<file path="config.mk">
export PLATFORM = sky130hd
export DESIGN_NAME = sldrv_device_flat
export DESIGN_NICKNAME = d
export VERILOG_FILES = /design/src/common/sldrv_pkg.sv /design/src/common/sldrv_if.sv /design/src/hdl/sldrv_device.sv /design/src/flat_wrapper.sv
export VERILOG_INCLUDE_DIRS = /design/src /design/src/common
export SDC_FILE = /design/constraint.sdc
export NUM_CORES = 1
export LEC_CHECK = 0
export ABC_CLOCK_PERIOD_IN_PS = 2700
export BUFFER_PORTS_ARGS = -buffer_cell sky130_fd_sc_hd__buf_2
export CAP_MARGIN = 40
export CORE_ASPECT_RATIO = 1.5
export CORE_MARGIN = 8
export CORE_UTILIZATION = 57
export CTS_CLUSTER_SIZE = 8
export DETAILED_ROUTE_END_ITERATION = 10
export PLACE_DENSITY = 0.82
export SLEW_MARGIN = 10
export SYNTH_ARGS = -nofsm -noshare
export SYNTH_HDL_FRONTEND = slang
export SYNTH_SLANG_ARGS = --single-unit
</file>
<file path="constraint.sdc">
create_clock -name clk_sys_i -period 2.7 [get_ports clk_sys_i]
set_input_delay 0.54 -clock clk_sys_i [delete_from_list [all_inputs] [get_ports clk_sys_i]]
set_output_delay 0.54 -clock clk_sys_i [all_outputs]
set_load 0.01 [all_outputs]
</file>
<file path="src/common/sldrv_defines.svh">
// Shared constants for the serial latched sink driver and its host.
`ifndef SLDRV_DEFINES_SVH
`define SLDRV_DEFINES_SVH
`define SLDRV_WIDTH          8
`define SLDRV_CLK_SYS_PS     4000
`define SLDRV_STRB_SETUP_NS  100
`define SLDRV_STRB_SETUP_CYC ((`SLDRV_STRB_SETUP_NS * 1000 + `SLDRV_CLK_SYS_PS - 1) / `SLDRV_CLK_SYS_PS)
`define SLDRV_MAX_RATE_KHZ   10000
`define SLDRV_SYS_RATE_KHZ   250000
`define SLDRV_HALF_CYC       ((`SLDRV_SYS_RATE_KHZ + 2 * `SLDRV_MAX_RATE_KHZ - 1) / (2 * `SLDRV_MAX_RATE_KHZ))
`define SLDRV_RESET_BYTE     8'h00
`define SLDRV_RESET_BIT      1'b0
`endif

</file>
<file path="src/common/sldrv_pkg.sv">
// Types shared by the sink driver and its host.
package sldrv_pkg;
  typedef logic [7:0] sldrv_byte_t;
  typedef enum logic [2:0] {SLDRV_IDLE, SLDRV_LOW, SLDRV_HIGH, SLDRV_WAIT, SLDRV_STRB} sldrv_host_state_t;
endpackage

</file>
<file path="src/common/sldrv_if.sv">
// Pin-level link between host controller and sink driver.
`timescale 1ns/10ps
`default_nettype none
interface sldrv_if;
  logic shift_clk;
  logic ser_data_in;
  logic ser_data_out;
  logic latch_load_strobe;
  logic out_disable;
  logic [7:0] sink_on;
  modport device (input shift_clk, input ser_data_in, input latch_load_strobe, input out_disable,
                  output ser_data_out, output sink_on);
  modport host (output shift_clk, output ser_data_in, output latch_load_strobe, output out_disable,
                input ser_data_out, input sink_on);
endinterface
`default_nettype wire

</file>
<file path="src/hdl/sldrv_device.sv">
// Device end: shift register, clocked latches and gated sink outputs.
`timescale 1ns/10ps
`default_nettype none
`include "sldrv_defines.svh"

// ==========================================================
// Two-flop synchroniser for one pin of the link.
module sldrv_sync #(
  parameter logic RESET_VAL = 1'b0
) (
  input  wire logic clk_sys_i,
  input  wire logic rst_n_i,
  input  wire logic pin_i,
  output logic      sync_o
);
  import sldrv_pkg::*;
  // The first flop may go metastable, so only the second one is ever read.
  logic meta_reg;
  always_ff @(posedge clk_sys_i or negedge rst_n_i) begin
    if (!rst_n_i) begin
      meta_reg <= RESET_VAL;
      sync_o   <= RESET_VAL;
    end else begin
      meta_reg <= pin_i;
      sync_o   <= meta_reg;
    end
  end
endmodule // sldrv_sync

// ==========================================================
// One output slice: a clocked latch on one register stage and the sink it drives.
module sldrv_slice (
  input  wire logic clk_sys_i,
  input  wire logic rst_n_i,
  input  wire logic stage_i,
  input  wire logic load_i,
  input  wire logic off_i,
  output logic      latch_o,
  output logic      sink_o
);
  import sldrv_pkg::*;
  // The latch is clocked, so it trails a true transparent latch by a cycle while loading.
  always_ff @(posedge clk_sys_i or negedge rst_n_i) begin
    if (!rst_n_i) begin
      latch_o <= `SLDRV_RESET_BIT;
    end else if (load_i) begin
      latch_o <= stage_i;
    end
  end
  // Disable only gates the sink; it never reaches the latch.
  always_ff @(posedge clk_sys_i or negedge rst_n_i) begin
    if (!rst_n_i) begin
      sink_o <= 1'b0;
    end else begin
      sink_o <= off_i ? 1'b0 : latch_o;
    end
  end
endmodule // sldrv_slice

// What this block does
// - Eight stages, eight latches, eight sink outputs.
// - Rising shift clock loads serial input stage.
// - Each rising edge moves data toward output.
// - Strobe high makes latches follow the register.
// - Disable high turns every sink off.
// - Disable never alters register or latches.
// - Disable low: outputs follow their latches.
// - Host keeps disable high when strobe tied high; here strobe only pulses, with shift clock low, and disable follows disable_i.
// - Reset clears register and latches low.
// - Host waits 100 ns before raising strobe.
// - Host shift rate at most 10 MHz.
// - Devices chain serial output to serial input.
module sldrv_device (
  input  wire logic          clk_sys_i,
  input  wire logic          rst_n_i,
  sldrv_if.device            link,
  output logic [7:0]         latch_view_o
);
  import sldrv_pkg::*;
  // ==========================================================
  // Input synchronisers
  // Every link pin follows the host's timing, so each one passes two flops first.
  logic clk_sync;
  logic din_sync;
  logic stb_sync;
  logic dis_sync;
  sldrv_sync #(
    .RESET_VAL(1'b0)
  ) i_clk_sync (
    .clk_sys_i(clk_sys_i),
    .rst_n_i  (rst_n_i),
    .pin_i    (link.shift_clk),
    .sync_o   (clk_sync)
  );
  sldrv_sync #(
    .RESET_VAL(1'b0)
  ) i_din_sync (
    .clk_sys_i(clk_sys_i),
    .rst_n_i  (rst_n_i),
    .pin_i    (link.ser_data_in),
    .sync_o   (din_sync)
  );
  sldrv_sync #(
    .RESET_VAL(1'b0)
  ) i_stb_sync (
    .clk_sys_i(clk_sys_i),
    .rst_n_i  (rst_n_i),
    .pin_i    (link.latch_load_strobe),
    .sync_o   (stb_sync)
  );
  // Disable is taken as high out of reset so no sink can turn on before the pin is seen.
  sldrv_sync #(
    .RESET_VAL(1'b1)
  ) i_dis_sync (
    .clk_sys_i(clk_sys_i),
    .rst_n_i  (rst_n_i),
    .pin_i    (link.out_disable),
    .sync_o   (dis_sync)
  );
  // ==========================================================
  // Shift clock edge
  // Data is delayed as much as the clock so setup at the pins holds here too.
  logic clk_prev_reg;
  logic rise;
  always_ff @(posedge clk_sys_i or negedge rst_n_i) begin
    if (!rst_n_i) begin
      clk_prev_reg <= 1'b0;
    end else begin
      clk_prev_reg <= clk_sync;
    end
  end
  assign rise = clk_sync & ~clk_prev_reg;
  // ==========================================================
  // Shift register
  sldrv_byte_t shift_reg;
  always_ff @(posedge clk_sys_i or negedge rst_n_i) begin
    if (!rst_n_i) begin
      shift_reg <= `SLDRV_RESET_BYTE;
    end else if (rise) begin
      shift_reg <= {shift_reg[6:0], din_sync};
    end
  end
  // ==========================================================
  // Output slices
  // Each stage owns one latch and one sink, so register bit k drives sink k.
  sldrv_byte_t latch_bits;
  sldrv_byte_t sink_bits;
  sldrv_slice i_slice_0 (
    .clk_sys_i(clk_sys_i),
    .rst_n_i  (rst_n_i),
    .stage_i  (shift_reg[0]),
    .load_i   (stb_sync),
    .off_i    (dis_sync),
    .latch_o  (latch_bits[0]),
    .sink_o   (sink_bits[0])
  );
  sldrv_slice i_slice_1 (
    .clk_sys_i(clk_sys_i),
    .rst_n_i  (rst_n_i),
    .stage_i  (shift_reg[1]),
    .load_i   (stb_sync),
    .off_i    (dis_sync),
    .latch_o  (latch_bits[1]),
    .sink_o   (sink_bits[1])
  );
  sldrv_slice i_slice_2 (
    .clk_sys_i(clk_sys_i),
    .rst_n_i  (rst_n_i),
    .stage_i  (shift_reg[2]),
    .load_i   (stb_sync),
    .off_i    (dis_sync),
    .latch_o  (latch_bits[2]),
    .sink_o   (sink_bits[2])
  );
  sldrv_slice i_slice_3 (
    .clk_sys_i(clk_sys_i),
    .rst_n_i  (rst_n_i),
    .stage_i  (shift_reg[3]),
    .load_i   (stb_sync),
    .off_i    (dis_sync),
    .latch_o  (latch_bits[3]),
    .sink_o   (sink_bits[3])
  );
  sldrv_slice i_slice_4 (
    .clk_sys_i(clk_sys_i),
    .rst_n_i  (rst_n_i),
    .stage_i  (shift_reg[4]),
    .load_i   (stb_sync),
    .off_i    (dis_sync),
    .latch_o  (latch_bits[4]),
    .sink_o   (sink_bits[4])
  );
  sldrv_slice i_slice_5 (
    .clk_sys_i(clk_sys_i),
    .rst_n_i  (rst_n_i),
    .stage_i  (shift_reg[5]),
    .load_i   (stb_sync),
    .off_i    (dis_sync),
    .latch_o  (latch_bits[5]),
    .sink_o   (sink_bits[5])
  );
  sldrv_slice i_slice_6 (
    .clk_sys_i(clk_sys_i),
    .rst_n_i  (rst_n_i),
    .stage_i  (shift_reg[6]),
    .load_i   (stb_sync),
    .off_i    (dis_sync),
    .latch_o  (latch_bits[6]),
    .sink_o   (sink_bits[6])
  );
  sldrv_slice i_slice_7 (
    .clk_sys_i(clk_sys_i),
    .rst_n_i  (rst_n_i),
    .stage_i  (shift_reg[7]),
    .load_i   (stb_sync),
    .off_i    (dis_sync),
    .latch_o  (latch_bits[7]),
    .sink_o   (sink_bits[7])
  );
  // ==========================================================
  // Outputs
  assign link.sink_on      = sink_bits;
  assign link.ser_data_out = shift_reg[7];
  assign latch_view_o      = latch_bits;
endmodule // sldrv_device
`default_nettype wire

</file>
<file path="src/flat_wrapper.sv">
// flat-port wrapper written by rule: the top's interface ports become plain ports
module sldrv_device_flat import sldrv_pkg::*;
  (clk_sys_i, rst_n_i, latch_view_o, link_shift_clk, link_ser_data_in, link_latch_load_strobe, link_out_disable, link_ser_data_out, link_sink_on);
  sldrv_if link_i ();
  input  wire logic clk_sys_i;
  input  wire logic rst_n_i;
  output logic [7:0] latch_view_o;
  input wire logic [$bits(link_i.shift_clk)-1:0] link_shift_clk;
  input wire logic [$bits(link_i.ser_data_in)-1:0] link_ser_data_in;
  input wire logic [$bits(link_i.latch_load_strobe)-1:0] link_latch_load_strobe;
  input wire logic [$bits(link_i.out_disable)-1:0] link_out_disable;
  output wire logic [$bits(link_i.ser_data_out)-1:0] link_ser_data_out;
  output wire logic [$bits(link_i.sink_on)-1:0] link_sink_on;
  assign link_i.shift_clk = link_shift_clk;
  assign link_i.ser_data_in = link_ser_data_in;
  assign link_i.latch_load_strobe = link_latch_load_strobe;
  assign link_i.out_disable = link_out_disable;
  assign link_ser_data_out = link_i.ser_data_out;
  assign link_sink_on = link_i.sink_on;
  sldrv_device u_core (.clk_sys_i(clk_sys_i), .rst_n_i(rst_n_i), .link(link_i), .latch_view_o(latch_view_o));
endmodule
</file>
==> flow_metrics.tcl <==
set metrics [dict create \
    antennaDiodeCount 0 \
    clkSinkCount 33 \
    cts.path.max_buffers 2 \
    end_kind "output pin" \
    placed_cell_area_sq_mm 0.00124 \
    vias_per_cell 5.08 \
    dp_worst_setup_slack_ns 1.56 \
    post-cts-setup-buffers 0 \
    period_share_pct 52.8 \
    finalSetupTns_ns 0 \
    yosys_warnings 0 \
    path_clk_slew_ns 0.09 \
    rrSetupSlack_ns 1.55 \
    fin_ws_ns 1.27 \
    dr_total_vias 559 \
    worst-path-buf-inv 1 \
    antenna_left 0 \
    die-area_sq_mm 0.00395 \
    synth.avg_cell_area_sq_um 16.3 \
    gp_congestion 0.708 \
    rows 20 \
    clock-skew-final_ns 0.00566 \
    cp_cell_sequence "buf_2" \
    grt_pass1_wl_microns 2530 \
    drt_wl_total_microns 1570 \
    numCtsBuffers 5 \
    port_buffers 22 \
    p_per_area_mw_per_mm2 980 \
    gr-usage-all-layers_pct 9.17 \
    fillers 165 \
    dr.pass1.iters 3 \
    cp-start-kind "flop" \
    max-slew-margin-rel_pct 55.4 \
    fin_util_pct 63.3 \
    period_minus_slack_ns 1.43 \
    grt_remaining_overflow 0 \
    path_max_fanout 3 \
    syn_inst 76 \
    place_inst 102 \
    seq_area_frac_synth_pct 66.9 \
    peakVddDrop_mv 0.514 \
    drc 0 \
    drive_above_1_share_pct 53.4 \
    hold_viol 0 \
    core_sq_mm 0.00205 \
    h-tree-depth 2 \
    drtIter0Drc 13 \
    startpoint "u_core.shift_reg[7]" \
    antenna_found_initial 0 \
    multi_input_area_sq_um 274 \
    crit_type "flop to output pin" \
    synth_cell_types 9 \
    largest_reg_flops 8 \
    ctsHoldBuffers 0 \
    critPathRequiredTime_ns 2.16 \
    slew_viol_final 0 \
    grt_pass1_vias 555 \
    p_leak_uw 0.000646 \
    slowest_delay_ns 0.41 \
    synthesis.area_sq_mm 0.00124 \
    max_cap_viol_count 0 \
    cts_tree "built" \
    finalInstanceArea_sq_mm 0.00130 \
    slowest_stage "dfrtp_1" \
    holdCritPathClass "primary input to async pin" \
    wl_per_cell_microns 14.3 \
    start_util_pct 60.4 \
    ys_ff_latch 33 \
    final_nets 93 \
    synth_nets 82 \
    status "completed" \
    setup_viol 0 \
    reg2reg_from "u_core.clk_prev_reg" \
    arrival_ns 0.89 \
    critPathTopFamily "flip-flops" \
    final_cells 110 \
    clock_latency_ns 0.32 \
    area.growth.synth_to_final_pct 4.85 \
    rsz0062_at_grt "false" \
    worstMarginPinSlew_ns 0.669 \
    cts.repair.resized 0 \
    grt_max_degree 34 \
    dieHeight_microns 73.1 \
    io_pins 23 \
    root_buffer "clkbuf_4" \
    regArea_sq_um 828 \
    max_freq_ghz 0.702 \
    die_w_microns 54.1 \
]
synthesized netlist by cell type:
| master | n | area [sq um] |
|---|---|---|
| mux2_4 | 8 | 120 |
| buf_4 | 16 | 120 |
| mux2_2 | 8 | 90.1 |
| buf_2 | 1 | 5.00 |
| buf_6 | 1 | 11.3 |
| dfrtp_1 | 31 | 776 |
| nor2b_1 | 8 | 50.1 |
| nor2b_4 | 1 | 13.8 |
| dfstp_2 | 2 | 52.6 |
logic make-up after synthesis:
kind of cell,count (synthesis),synth area share [%]
flip-flops,33,66.9
buffers and inverters,18,11.0
multiplexers,16,17.0
AND/OR/NAND/NOR,9,5.15
final timing paths:
kind / cells after the start / to
setup reg to reg: 2 / u_core.shift_reg[2]
min in group clk_sys_i: 1 / u_core.i_dis_sync.meta_reg
hold reg to reg: 0 / u_core.i_stb_sync.sync_o
hold / removal: 1 / u_core.i_slice_4.sink_o
max in group asynchronous: 1 / u_core.i_din_sync.meta_reg
setup / recovery: 1 / link_ser_data_out
layout by cell type, fill, tap and decap left out:
cell / count
buf_2: 22
clkbuf_1: 2
clkbuf_4: 5
clkbuf_8: 1
dfrtp_1: 31
dfstp_2: 2
mux2_2: 8
mux2_4: 8
nor2b_1: 8
nor2b_4: 1
area by class of cell:
type	count	area share (%)
timing repair buffer	22	8.48
sequential	33	63.8
tap	22	2.12
multi-input combinational	25	21.1
clock buffer	8	4.53
power breakdown:
| group | switching [uW] | internal, uW |
|---|---|---|
| clock network | 145 | 128 |
| logic | 115 | 178 |
| registers | 80.5 | 625 |
| total | 341 | 932 |
routing by layer:
layer  up-vias  share of wire (%)  GRT usage [%]  wire length, microns
met2        24                 50           12.9                   782
met1       280                 35           9.40                   550
met5         -                  0              0                     0
li1        251                  -              -                     -
met4         0                2.2           6.59                    35
met3         4                 13           5.92                   201
through the flow:
stage	power [uW]	hold WS [ns]
2_1_floorplan	992	0.244
3_3_place_gp	1000	0.336
3_5_place_dp	1020	0.340
4_1_cts	1300	0.244
5_1_grt	1350	0.279
6_report	1270	0.239
Note: power is estimated with default switching activity, not from simulation.
